<file path="src/logic/pm_pkg.sv">
// constants, register map and types of the per-second error monitor
// assumes a 25 MHz card clock and framers that give one-cycle event pulses
// Behaviour
// [RULE1] path parity counter adds each parity error, at most eight per frame
// [RULE2] path errored second: any parity error or path/lower-layer defect
// [RULE3] failure count adds one per event, which lasts until failures clear
// [RULE4] enhanced remote defect also starts a failure event when supported
// [RULE5] path severe second: 2400 or more parity errors in the second
// [RULE6] path defect in a second makes it severe regardless of errors
// [RULE7] path unavailable after ten severe seconds, back after ten clean
// [RULE8] far-end violation per M-frame whose three error bits are not all 1
// [RULE9] far-end errored second: any bad M-frame or far-end defect
// [RULE10] far-end defect second: any far-end frame or alarm defect
// [RULE11] far-end severe second: 44 or more bad M-frames or a defect
// [RULE12] ten far-end severe seconds make it unavailable, counted backwards
// [RULE13] ten clean seconds restore availability, removed from the count
// [RULE14] line violation counter adds every bipolar and zeros event
// [RULE15] line errored second: any line anomaly or loss of signal
// [RULE16] line severe second: 44 or more anomalies or a line defect
// [RULE17] loss-of-signal second: any loss of signal in the second
// [RULE18] one common second tick from the card clock clears all tallies
// [RULE19] path and far-end errored and severe seconds frozen while that side is unavailable
package pm_pkg;

    // timebase
    localparam int     CLK_PERIOD_NS = 40;
    localparam longint SECOND_NS     = 1000000000;
    localparam int     SECOND_CYCLES = int'(SECOND_NS / CLK_PERIOD_NS);

    // thresholds
    localparam logic [3:0]  FRAME_BIP_MAX   = 4'h8;
    localparam logic [11:0] PATH_SES_ERRORS = 12'h960;
    localparam logic [5:0]  FE_SES_FRAMES   = 6'h2c;
    localparam logic [5:0]  LINE_SES_ERRORS = 6'h2c;
    localparam logic [3:0]  AVAIL_RUN       = 4'ha;
    localparam logic [2:0]  FEBE_CLEAN      = 3'h7;

    // register byte offsets
    localparam logic [7:0] CTRL_ADDR   = 8'h00;
    localparam logic [7:0] STATUS_ADDR = 8'h04;
    localparam logic [7:0] MASK_ADDR   = 8'h08;
    localparam logic [7:0] STATE_ADDR  = 8'h0c;
    localparam logic [7:0] CNT_ADDR    = 8'h10;

    // control and state fields
    localparam int CTRL_ERDI   = 0;
    localparam int CTRL_CLEAR  = 1;
    localparam int ST_P_UNAV   = 0;
    localparam int ST_FE_UNAV  = 1;
    localparam int ST_FAIL     = 2;

    // interrupt events
    localparam int NUM_EV     = 4;
    localparam int EV_TICK    = 0;
    localparam int EV_P_AV    = 1;
    localparam int EV_FE_AV   = 2;
    localparam int EV_FAIL    = 3;
    localparam logic [3:0] MASK_RESET = 4'h0;

    // counter indices, word n at CNT_ADDR + 4n
    localparam int NUM_CNT  = 14;
    localparam int P_CV     = 0;
    localparam int P_ES     = 1;
    localparam int P_FC     = 2;
    localparam int P_SES    = 3;
    localparam int P_UAS    = 4;
    localparam int FE_CV    = 5;
    localparam int FE_ES    = 6;
    localparam int FE_SAS   = 7;
    localparam int FE_SES   = 8;
    localparam int FE_UAS   = 9;
    localparam int L_CV     = 10;
    localparam int L_ES     = 11;
    localparam int L_SES    = 12;
    localparam int L_LOSS   = 13;

    typedef enum logic {AVAILABLE, UNAVAILABLE} avail_state_t;

    typedef struct packed {
        avail_state_t state;
        logic [3:0]   run;
        logic [31:0]  uas;
    } avail_t;

endpackage

</file>
<file path="src/logic/path_line_error_second_monitor.sv">
// per-second path, far-end and line error monitor with wishbone registers
// assumes framer event pulses and defect levels synchronous to clk_i
`timescale 1ns/1ps

module path_line_error_second_monitor #(
    parameter int SECOND_CYCLES = pm_pkg::SECOND_CYCLES
) (
    // clock, reset, enable
    input  wire logic        clk_i,
    input  wire logic        rst_i,
    input  wire logic        ce_i,
    // wishbone slave
    input  wire logic        wb_cyc_i,
    input  wire logic        wb_stb_i,
    input  wire logic        wb_we_i,
    input  wire logic [7:0]  wb_adr_i,
    input  wire logic [3:0]  wb_sel_i,
    input  wire logic [31:0] wb_dat_i,
    output logic      [31:0] wb_dat_o,
    output logic             wb_ack_o,
    // sts path events
    input  wire logic        path_frame_i,
    input  wire logic [3:0]  path_bip_errors_i,
    input  wire logic        path_ais_i,
    input  wire logic        path_lop_i,
    input  wire logic        lower_defect_i,
    // sts path failures
    input  wire logic        path_ais_fail_i,
    input  wire logic        path_lop_fail_i,
    input  wire logic        path_uneq_fail_i,
    input  wire logic        path_tim_fail_i,
    input  wire logic        enhanced_remote_defect_indication_i,
    // ds3 far-end events
    input  wire logic        m_frame_i,
    input  wire logic [2:0]  febe_bits_i,
    input  wire logic        fe_sef_ais_i,
    // ds3 line events
    input  wire logic        bpv_i,
    input  wire logic        exz_i,
    input  wire logic        los_i,
    // status
    output logic             irq_o,
    output logic             path_unavailable_o,
    output logic             far_end_unavailable_o,
    output logic             failure_active_o
);

    typedef struct packed {
        logic [31:0]                     presc;
        logic [11:0]                     bip_sec;
        logic                            p_def;
        logic [5:0]                      fe_sec;
        logic                            fe_def;
        logic [5:0]                      ln_sec;
        logic                            ln_los;
        pm_pkg::avail_state_t            p_state;
        logic [3:0]                      p_run;
        pm_pkg::avail_state_t            fe_state;
        logic [3:0]                      fe_run;
        logic                            fail_act;
        logic                            erdi_en;
        logic [pm_pkg::NUM_EV-1:0]       status;
        logic [pm_pkg::NUM_EV-1:0]       mask;
        logic                            irq;
        logic                            ack;
        logic [31:0]                     dat;
        logic [pm_pkg::NUM_CNT-1:0][31:0] cnt;
    } state_t;

    state_t                    q;
    state_t                    n;
    logic                      tick;
    logic [3:0]                bip_add;
    logic                      fe_bad;
    logic [1:0]                ln_add;
    logic                      fail_now;
    logic                      p_es;
    logic                      p_ses;
    logic                      fe_es;
    logic                      fe_ses;
    logic                      wr;
    logic                      wr_clear;
    logic [pm_pkg::NUM_EV-1:0] ev;
    logic [pm_pkg::NUM_EV-1:0] w1c;
    logic [31:0]               rd;
    logic [5:0]                cidx;
    pm_pkg::avail_t            pa;
    pm_pkg::avail_t            fa;

    // add with a ceiling; tallies stop at their threshold, never wrap
    function automatic logic [31:0] sat_add(input logic [31:0] v,
                                            input logic [31:0] inc,
                                            input logic [31:0] cap);
        logic [31:0] s;
        s = v + inc;
        return (s > cap) ? cap : s;
    endfunction

    // one second of the availability machine, with retroactive accounting
    function automatic pm_pkg::avail_t avail_step(
        input pm_pkg::avail_state_t st,
        input logic [3:0]           run,
        input logic                 ses,
        input logic [31:0]          uas);
        pm_pkg::avail_t r;
        r.state = st;
        r.run   = 4'h0;
        r.uas   = uas;
        case (st)
            pm_pkg::AVAILABLE: begin
                if (ses && run == pm_pkg::AVAIL_RUN - 4'h1) begin
                    // the ten severe seconds join unavailable time
                    r.state = pm_pkg::UNAVAILABLE;
                    r.uas   = uas + 32'(pm_pkg::AVAIL_RUN);
                end else if (ses) begin
                    r.run = run + 4'h1;
                end
            end
            pm_pkg::UNAVAILABLE: begin
                r.uas = uas + 32'h1;
                if (!ses && run == pm_pkg::AVAIL_RUN - 4'h1) begin
                    // the ten clean seconds leave unavailable time
                    r.state = pm_pkg::AVAILABLE;
                    r.uas   = (r.uas >= 32'(pm_pkg::AVAIL_RUN)) ?
                              r.uas - 32'(pm_pkg::AVAIL_RUN) : 32'h0;
                end else if (!ses) begin
                    r.run = run + 4'h1;
                end
            end
            default: r.state = pm_pkg::AVAILABLE;
        endcase
        return r;
    endfunction

    // register read mux; unmapped words read as zero
    always_comb begin
        rd   = 32'h0;
        cidx = 6'(wb_adr_i[7:2] - pm_pkg::CNT_ADDR[7:2]);
        case (wb_adr_i)
            pm_pkg::CTRL_ADDR:   rd[pm_pkg::CTRL_ERDI] = q.erdi_en;
            pm_pkg::STATUS_ADDR: rd[pm_pkg::NUM_EV-1:0] = q.status;
            pm_pkg::MASK_ADDR:   rd[pm_pkg::NUM_EV-1:0] = q.mask;
            pm_pkg::STATE_ADDR: begin
                rd[pm_pkg::ST_P_UNAV]  = q.p_state;
                rd[pm_pkg::ST_FE_UNAV] = q.fe_state;
                rd[pm_pkg::ST_FAIL]    = q.fail_act;
            end
            default: begin
                if (wb_adr_i >= pm_pkg::CNT_ADDR &&
                    cidx < 6'(pm_pkg::NUM_CNT)) begin
                    rd = q.cnt[cidx];
                end
            end
        endcase
    end

    // next-state logic for the whole block
    always_comb begin
        n  = q;
        ev = '0;

        // [RULE18] one second tick
        tick    = (q.presc == 32'(SECOND_CYCLES - 1));
        n.presc = tick ? 32'h0 : q.presc + 32'h1;

        // [RULE1] cap per-frame errors
        bip_add = 4'h0;
        if (path_frame_i) begin
            bip_add = (path_bip_errors_i > pm_pkg::FRAME_BIP_MAX) ?
                      pm_pkg::FRAME_BIP_MAX : path_bip_errors_i;
        end
        n.cnt[pm_pkg::P_CV] = q.cnt[pm_pkg::P_CV] + 32'(bip_add);
        n.bip_sec = 12'(sat_add(32'(q.bip_sec), 32'(bip_add),
                                32'(pm_pkg::PATH_SES_ERRORS)));
        n.p_def   = q.p_def | path_ais_i | path_lop_i | lower_defect_i;

        // [RULE8] m-frame with an error bit
        fe_bad = m_frame_i && (febe_bits_i != pm_pkg::FEBE_CLEAN);
        n.cnt[pm_pkg::FE_CV] = q.cnt[pm_pkg::FE_CV] + 32'(fe_bad);
        n.fe_sec = 6'(sat_add(32'(q.fe_sec), 32'(fe_bad),
                              32'(pm_pkg::FE_SES_FRAMES)));
        n.fe_def = q.fe_def | fe_sef_ais_i;

        // [RULE14] both anomalies count
        ln_add = {1'b0, bpv_i} + {1'b0, exz_i};
        n.cnt[pm_pkg::L_CV] = q.cnt[pm_pkg::L_CV] + 32'(ln_add);
        n.ln_sec = 6'(sat_add(32'(q.ln_sec), 32'(ln_add),
                              32'(pm_pkg::LINE_SES_ERRORS)));
        n.ln_los = q.ln_los | los_i;

        // [RULE3] event opens on the first failure, closes when all clear
        // [RULE4] enhanced remote defect only when enabled
        fail_now = path_ais_fail_i | path_lop_fail_i | path_uneq_fail_i |
                   path_tim_fail_i |
                   (q.erdi_en & enhanced_remote_defect_indication_i);
        n.fail_act = fail_now;
        if (fail_now && !q.fail_act) begin
            n.cnt[pm_pkg::P_FC] = q.cnt[pm_pkg::P_FC] + 32'h1;
            ev[pm_pkg::EV_FAIL] = 1'b1;
        end

        // [RULE2] [RULE6] qualify the closing second, this cycle included
        // [RULE5] parity threshold
        p_es  = (n.bip_sec != 12'h0) || n.p_def;
        p_ses = (n.bip_sec >= pm_pkg::PATH_SES_ERRORS) || n.p_def;
        // [RULE9] [RULE11] far-end qualification
        fe_es  = (n.fe_sec != 6'h0) || n.fe_def;
        fe_ses = (n.fe_sec >= pm_pkg::FE_SES_FRAMES) || n.fe_def;
        pa = avail_step(q.p_state, q.p_run, p_ses, q.cnt[pm_pkg::P_UAS]);
        fa = avail_step(q.fe_state, q.fe_run, fe_ses,
                        q.cnt[pm_pkg::FE_UAS]);

        if (tick) begin
            ev[pm_pkg::EV_TICK] = 1'b1;
            // [RULE19] frozen while unavailable
            if (q.p_state == pm_pkg::AVAILABLE) begin
                n.cnt[pm_pkg::P_ES]  = q.cnt[pm_pkg::P_ES] + 32'(p_es);
                n.cnt[pm_pkg::P_SES] = q.cnt[pm_pkg::P_SES] + 32'(p_ses);
            end
            if (q.fe_state == pm_pkg::AVAILABLE) begin
                n.cnt[pm_pkg::FE_ES]  = q.cnt[pm_pkg::FE_ES] + 32'(fe_es);
                n.cnt[pm_pkg::FE_SES] = q.cnt[pm_pkg::FE_SES] +
                                        32'(fe_ses);
            end
            // [RULE10] defect seconds
            n.cnt[pm_pkg::FE_SAS] = q.cnt[pm_pkg::FE_SAS] + 32'(n.fe_def);

            // [RULE7] path availability
            n.p_state            = pa.state;
            n.p_run              = pa.run;
            n.cnt[pm_pkg::P_UAS] = pa.uas;
            ev[pm_pkg::EV_P_AV]  = (pa.state != q.p_state);
            // [RULE12] [RULE13] far-end availability
            n.fe_state            = fa.state;
            n.fe_run              = fa.run;
            n.cnt[pm_pkg::FE_UAS] = fa.uas;
            ev[pm_pkg::EV_FE_AV]  = (fa.state != q.fe_state);

            // [RULE15] [RULE16] [RULE17] line seconds
            n.cnt[pm_pkg::L_ES] = q.cnt[pm_pkg::L_ES] +
                32'((n.ln_sec != 6'h0) || n.ln_los);
            n.cnt[pm_pkg::L_SES] = q.cnt[pm_pkg::L_SES] +
                32'((n.ln_sec >= pm_pkg::LINE_SES_ERRORS) || n.ln_los);
            n.cnt[pm_pkg::L_LOSS] = q.cnt[pm_pkg::L_LOSS] + 32'(n.ln_los);

            // [RULE18] tallies restart
            n.bip_sec = 12'h0;
            n.p_def   = 1'b0;
            n.fe_sec  = 6'h0;
            n.fe_def  = 1'b0;
            n.ln_sec  = 6'h0;
            n.ln_los  = 1'b0;
        end

        // bus: ack one cycle after the request, write at the ack edge
        n.ack = wb_cyc_i & wb_stb_i & ~q.ack;
        if (!q.ack) begin
            n.dat = rd;
        end
        wr       = wb_cyc_i & wb_stb_i & wb_we_i & q.ack & wb_sel_i[0];
        wr_clear = 1'b0;
        w1c      = '0;
        if (wr && wb_adr_i == pm_pkg::CTRL_ADDR) begin
            n.erdi_en = wb_dat_i[pm_pkg::CTRL_ERDI];
            wr_clear  = wb_dat_i[pm_pkg::CTRL_CLEAR];
        end
        if (wr && wb_adr_i == pm_pkg::MASK_ADDR) begin
            n.mask = wb_dat_i[pm_pkg::NUM_EV-1:0];
        end
        if (wr && wb_adr_i == pm_pkg::STATUS_ADDR) begin
            w1c = wb_dat_i[pm_pkg::NUM_EV-1:0];
        end

        // a new event wins over a clear in the same cycle
        n.status = (q.status & ~w1c) | ev;
        n.irq    = |(n.status & n.mask);

        // clearing wins over counting; availability state is kept
        if (wr_clear) begin
            n.cnt = '0;
        end
    end

    // single state register; ce_i low freezes everything
    always_ff @(posedge clk_i) begin
        if (rst_i) begin
            q      <= '0;
            q.mask <= pm_pkg::MASK_RESET;
        end else if (ce_i) begin
            q <= n;
        end
    end

    // outputs straight from the state register
    assign wb_dat_o              = q.dat;
    assign wb_ack_o              = q.ack;
    assign irq_o                 = q.irq;
    assign path_unavailable_o    = q.p_state;
    assign far_end_unavailable_o = q.fe_state;
    assign failure_active_o      = q.fail_act;
endmodule // path_line_error_second_monitor

</file>
<file path="config.mk">
export PLATFORM = sky130hd
export DESIGN_NAME = path_line_error_second_monitor
export DESIGN_NICKNAME = d
export VERILOG_FILES = /design/src/logic/pm_pkg.sv /design/src/logic/path_line_error_second_monitor.sv
export SDC_FILE = /design/constraint.sdc
export NUM_CORES = 2
export LEC_CHECK = 0
export ABC_AREA = 1
export BUFFER_PORTS_ARGS = -buffer_cell sky130_fd_sc_hd__buf_2
export CAP_MARGIN = 20
export CORE_UTILIZATION = 44
export DETAILED_ROUTE_END_ITERATION = 6
export GPL_TIMING_DRIVEN = 0
export HOLD_SLACK_MARGIN = 0.02
export PLACE_DENSITY = 0.69
export SETUP_SLACK_MARGIN = 0.05
export SYNTH_ARGS = -nofsm -noshare
export SYNTH_HDL_FRONTEND = slang
export SYNTH_SLANG_ARGS = --single-unit
export TNS_END_PERCENT = 1
</file>
<file path="constraint.sdc">
create_clock -name clk_i -period 5.4 [get_ports clk_i]
set_clock_uncertainty 0.1 [all_clocks]
set_input_delay 1.35 -clock clk_i [delete_from_list [all_inputs] [get_ports clk_i]]
set_output_delay 1.35 -clock clk_i [all_outputs]
set_load 0.03 [all_outputs]
</file>
* Word-level counts from Yosys, hierarchy flattened *
Cells that the tools add are included.

storage, ports and cells
  bits in registers = 561
  bits of input ports = 71
  logic and storage cells = 191

operators by class
  $add $sub $neg = 26
  $lt $le $gt $ge = 12
  eq/ne operators = 13
  muxes and demuxes = 49
  bitwise gates (word level) = 22
  reductions and logical operators = 37

operator list
  operator                                                                 number
  32-bit 2-to-1 mux                                                        15
  448-bit 2-to-1 mux                                                       1
  32-bit by 1-bit adder with 32-bit output                                 9
  37-bit case mux with 2 select lines                                      2
  32-bit by 1-bit adder with 32-bit output (second input constant)         4
  32-bit binary-select mux with 4-bit select                               1
  128-bit 2-to-1 mux                                                       1
  96-bit 2-to-1 mux                                                        1
  32-bit by 4-bit adder with 32-bit output (second input constant)         2
  32-bit by 4-bit >= comparator with 1-bit output (second input constant)  2
  64-bit 2-to-1 mux                                                        1
  32-bit by 4-bit subtractor with 32-bit output (second input constant)    2
  4-bit 2-to-1 mux                                                         12
  37-bit 2-to-1 mux                                                        1
  32-bit by 2-bit adder with 32-bit output                                 1
  32-bit by 4-bit adder with 32-bit output                                 1
  32-bit by 25-bit == test with 1-bit output (second input constant)       1
  28-bit 2-to-1 mux                                                        1
  8-bit by 4-bit == test with 1-bit output (second input constant)         2
  7-bit by 6-bit > comparator with 1-bit output (second input constant)    2
  12-bit by 4-bit adder with 13-bit output                                 1
  13-bit by 12-bit > comparator with 1-bit output (second input constant)  1
  12-bit >= comparator (second input constant)                             1
  6-bit >= comparator (second input constant)                              2
  other kinds (38)                                                         92

* Depth between registers and ports, before layout *
  depth after elaboration = 17
  depth in mapped cells = 32

* Least setup slack after synthesis *
OpenSTA, ideal clock, no wires.

  path type = in2reg
  start = input port path_bip_errors_i[3]
  end = register q[63] (netlist name)
  data arrival time = 4.962 ns
  data required time = 5.230 ns
  slack = 0.268 ns
  cell stages on the path = 26
  cell sequence = inv_1 > nand2_1 > nor2_1 > ha_1 > inv_1 > nor3_1 > nand3_1 > nand2_1 > xor2_1 > nand3_1 > inv_1 > o21ai_0 > a21oi_1 > clkbuf_1 > o31ai_1 > nand3_1 > ha_1 > nand2_1 > nor2_1 > nand2_1 > nor4_1 > nand3_1 > nor3_1 > nor3b_1 > o21ai_0 > a21oi_1

between the ends
  word-level cells in the longest chain between the ends = 12

ends and longest elaborated chain
  element                                          line                                   text
  from (decl)                                      path_line_error_second_monitor.sv:23   input wire logic [3:0] path_bip_errors_i,
  4-bit > comparator                               path_line_error_second_monitor.sv:169  bip_add = (path_bip_errors_i > pm_pkg::FRAME_BIP_MAX) ?
  4-bit 2-to-1 mux *                               path_line_error_second_monitor.sv:169
  4-bit 2-to-1 mux *                               path_line_error_second_monitor.sv:168  if (path_frame_i) begin
  12-bit by 4-bit adder with 13-bit output *       path_line_error_second_monitor.sv:95   s = v + inc;
  13-bit by 12-bit > comparator with 1-bit output  path_line_error_second_monitor.sv:96   return (s > cap) ? cap : s;
  12-bit 2-to-1 mux *                              path_line_error_second_monitor.sv:96
  12-bit nonzero test *                            path_line_error_second_monitor.sv:204  p_es = (n.bip_sec != 12'h0) || n.p_def;
  1-bit logical OR *                               path_line_error_second_monitor.sv:204
  32-bit by 1-bit adder with 32-bit output *       path_line_error_second_monitor.sv:217  n.cnt[pm_pkg::P_ES] = q.cnt[pm_pkg::P_ES] + 32'(p_es);
  32-bit 2-to-1 mux *                              path_line_error_second_monitor.sv:216  if (q.p_state == pm_pkg::AVAILABLE) begin
  32-bit 2-to-1 mux *                              path_line_error_second_monitor.sv:213  if (tick) begin
  448-bit 2-to-1 mux *                             path_line_error_second_monitor.sv:279  if (wr_clear) begin
  to (signal assigned)                             path_line_error_second_monitor.sv:290  q <= n;
  to (decl)                                        path_line_error_second_monitor.sv:70   state_t q;

Every way passes the cells marked *; elsewhere a longest branch is shown, timed or not. The select of a mux whose other input is x is not followed.
A chain may end at the register's enable or synchronous reset.

* Worst setup path after layout *
  start = input port wb_adr_i[4]
  end = register q[419] (netlist name)

between the ends
  word-level cells in the longest chain between the ends = 5
  elaborated cells on any way between the ends = 6
  those cells by class = mux (2); reduce/logical (4)

ends and longest elaborated chain
  element                        line                                   text
  from (decl)                    path_line_error_second_monitor.sv:16   input wire logic [7:0] wb_adr_i,
  8-bit logical NOT *            path_line_error_second_monitor.sv:263  if (wr && wb_adr_i == pm_pkg::CTRL_ADDR) begin
  1-bit logical AND *            path_line_error_second_monitor.sv:263
  1-bit 2-to-1 mux *             path_line_error_second_monitor.sv:263
  2-bit nonzero test (no line)   -
  2-bit AND reduction (no line)  -

Every way passes the cells marked *; elsewhere a longest branch is shown, timed or not.

==> metrics.yaml <==
status: "complete, but fails checks"
violations: "negative setup slack"
crit_family: "buffers and inverters"
wl_per_cell_um: 24.2
rsz0062_at_grt: "true"
grt_use_total: 0.403
grt_pass1_vias: 39600
root_buffer: "clkbuf_16"
fillCellCount: 9127
cts_hold_buf: 0
power_density_mw_per_mm2: 234
postSynth.asyncResetShare: 0
via_per_inst: 5.93
yosys.area_share.adder: 0.0172
ys.flop_type: "dfxtp_1"
setup_ws_ns: -0.0838
wirelength_um: 181000
critPathLaunchType: "input pin"
yosys_warnings: 0
drive_gt1_frac: 0.0617
via_count: 44300
dp.cells: 7345
synth_edf_count: 0
synth_top_family_by_area: "simple AND/OR/NAND/NOR gates"
fin_crit_ns: 5.48
syn_area_per_cell_sq_um: 6.21
dieArea_sq_mm: 0.0873
synth_fp_nets: 6226
io_pins: 108
worstReg2RegStart: "q[503]"
cp.depth: 18
seqPwrFrac: 0.421
rows: 107
slew_headroom: 0.0540
grt_overflow: 0
die-width_um: 295
r2r_cells: 19
dr.pass1.iters: 7
required_ns: 5.79
cts_max_path_buffers: 3
power_mw: 9.95
initial_core_util: 0.444
drcViolationCount: 0
synthSimpleGateAreaFrac: 0.364
cts_tree: "yes"
netlist_instances: 6104
end_kind: "flop"
crit_end: "q[419]"
gp_congestion: 1.04
p_sw_mw: 2.76
final_cells: 7481
synth_seq_cells: 561
crit_type: "input pin to flop"
synth-xor-area-share: 0.0479
ys_seq_area_frac: 0.296
hold_viol_final: 0
numCtsBuffers: 70
ys_types: 64
fin_nets: 6401
drv_slew: 0
portBuffers: 75
ant_nets: 0
r2r_setup_slack_ns: 0.98
slowest_stage: "clkbuf_1"
power.leakage_nw: 15.2
drtIter0Drc: 5195
switching_share: 0.277
p_int_mw: 7.19
max_stage_delay_ns: 0.82
dp_hpwl_um: 143000
fmax_ghz: 0.182
synth-compound-area-share: 0.175
crit_path_start: "wb_adr_i[4]"
antenna_found_initial: 7
coreArea_sq_mm: 0.0853
arrival_ns: 5.87
setup_violations: 36
syn_area_sq_mm: 0.0379
crit_buf_inv: 9
tightest_slew_ns: 1.38
drv_cap: 0
r2r-end: "q[415]"
synthMuxAreaShare: 0.000264
path_common_cell: "nand2_1"
min_period_over_period: 1.02
hold_class: "flop to flop"
syn_to_final_growth_pct: 12.2
dieHeight_um: 295
clk_latency_ns: 0.66
crit_fanout: 11
p_clk_frac: 0.495
cts.htree.levels: 3
clk_pin_slew_worst_paths_ns: 0.06
p_comb_frac: 0.084
peakVddDrop_mv: 0.243
worstPathCellList: "buf_2 -> inv_1 -> buf_2 -> clkbuf_2 -> ha_1 -> nand2_1 -> inv_1 -> nand2_1 -> nor3_2 -> nand2_1 -> nor2_4 -> inv_2 -> nor2_4 -> inv_2 -> nand2_1 -> clkbuf_1 -> clkbuf_1 -> nor3_1"
grt_pass1_wl_um: 260000
numClockSinks: 561
grt_max_degree: 13
cell usage after synthesis (19+ instances only):
master     number  area share
a2111oi_0      20      0.0046
a21oi_1       545       0.072
a22oi_1        31      0.0061
a31oi_1        19      0.0031
buf_2          21      0.0028
buf_4          39      0.0077
clkbuf_1      204       0.020
dfxtp_1       561        0.30
ha_1           49       0.016
inv_1         643       0.064
nand2_1      1545        0.15
nand3_1       260       0.034
nand4_1       166       0.027
nor2_1        670       0.066
nor2_2         19      0.0031
nor3_1        326       0.043
nor4_1        110       0.018
o211ai_1       47      0.0093
o21a_1         37      0.0073
o21ai_0       243       0.032
o21ai_1        20      0.0026
o22ai_1        96       0.016
xnor2_1        47       0.011
xor2_1        153       0.035
layout make-up:
| cell class | count | area, sq um | share of cell area |
|---|---|---|---|
| clock inverters | 31 | 329 | 0.00774 |
| multi-input cells | 4602 | 23100 | 0.543 |
| repair buffers | 103 | 689 | 0.0162 |
| diodes | 2 | 5.00 | 0.000118 |
| plain buffers | 279 | 1250 | 0.0294 |
| inverters | 662 | 2480 | 0.0584 |
| clock buffers | 97 | 2020 | 0.0476 |
| flip-flops and latches | 561 | 11200 | 0.264 |
| well taps | 1144 | 1430 | 0.0337 |
what timing repair did:
| action | 4_1_cts | 5_1_grt |
|---|---|---|
| setup buffers | 0 | 2 |
| pin swaps | 1 | 4 |
| gates resized for setup | 15 | 24 |
| endpoints found under the setup margin | 188 | 172 |
power by group through the flow:
stage	Sequential [mW]	Combinational [mW]	Clock (mW)
2_1_floorplan	4.27	0.375	0
3_3_place_gp	4.28	0.765	0
3_5_place_dp	4.28	0.783	0
4_1_cts	4.19	0.785	4.94
5_1_grt	4.19	0.838	5.09
6_report	4.19	0.835	4.93
per-layer routing:
layer | wire length (um) | part of all wire | global-route usage | up-vias
li1 | - | - | - | 20800
met1 | 77100 | 0.43 | 0.551 | 20900
met2 | 76400 | 0.42 | 0.611 | 2216
met3 | 17600 | 0.098 | 0.0698 | 395
met4 | 9510 | 0.053 | 0.191 | 2
met5 | 13 | 0.000072 | 0 | -
worst min-delay path by stage:
stage,end,slack [ns],cells after the start,startpoint
after detailed placement,q[343],0.34,1,q[343]
after global placement,q[343],0.34,1,q[343]
after floorplan,q[343],0.32,1,q[343]
after CTS,q[343],0.35,1,q[343]
after global routing,q[255],0.37,1,q[255]
final,q[343],0.35,1,q[343]
cell families (layout without fill, tap and decap cells):
logic type / Yosys count / count (layout)
xor gates and xnor gates: 204 / 204
AOI/OAI and AO/OA: 1158 / 1158
and+or+nand+nor: 3188 / 3188
DFF: 561 / 561
muxes: 1 / 1
buffers and inverters: 941 / 1172
adders and majority gates: 51 / 51
other: 0 / 2
metrics by stage:
step                      TNS (ns)  utilization  hold WS [ns]  setup slack (ns)  instance area [sq um]
after floorplan                  0            -         0.322             0.268                  37900
after global placement     -263.95        0.466         0.339             -1.21                  39700
after detailed placement   -228.25        0.469         0.344             -1.19                  40000
after CTS                        0        0.497         0.352            0.0750                  42400
after global routing         -2.85        0.499         0.372            -0.150                  42500
final                        -1.46        0.499         0.352           -0.0838                  42500
sequential cells by signal, summed over array words and instances, names as in the netlist:
name,count
irq_o,1
q,524
wb_ack_o,1
far_end_unavailable_o,1
failure_active_o,1
path_unavailable_o,1
wb_dat_o,32
worst reg2reg max path, stage by stage, from the launching register on:
cell and delay [ns]:
dfxtp_1 0.31, ha_1 0.23, fa_1 0.43, xnor2_1 0.17, nor2_1 0.10, nand3b_1 0.11, o21ai_0 0.09, inv_1 0.07
o21ai_0 0.13, or2_2 0.25, ha_1 0.41, inv_1 0.08, nor3_1 0.34, inv_1 0.16, nor4_2 0.48, nand2_1 0.21
nor3_1 0.45, nand2_1 0.10, nand2_1 0.08, nor2_1 0.04
cell usage in the layout (no fill, tap or decap), drive strengths merged, types with 15 or more instances in the layout:
cell type | synthesis | routed
nand2 | 1553 | 1553
clkinv | 1 | 21
o211ai | 47 | 47
nor3 | 333 | 333
xor2 | 157 | 157
nand3b | 15 | 15
a211oi | 18 | 18
nor3b | 16 | 16
nand4 | 167 | 167
a31oi | 19 | 19
inv | 661 | 665
o21a | 37 | 37
o21ai | 263 | 263
a22oi | 31 | 31
nand3 | 268 | 268
o311ai | 17 | 17
xnor2 | 47 | 47
o22ai | 96 | 96
clkbuf | 206 | 301
dfxtp | 561 | 561
nor2 | 696 | 696
nor4 | 110 | 110
a2111oi | 20 | 20
a21oi | 546 | 546
buf | 73 | 174
ha | 49 | 49
or2 | 16 | 16
Note: power is estimated with default switching activity, not from simulation.
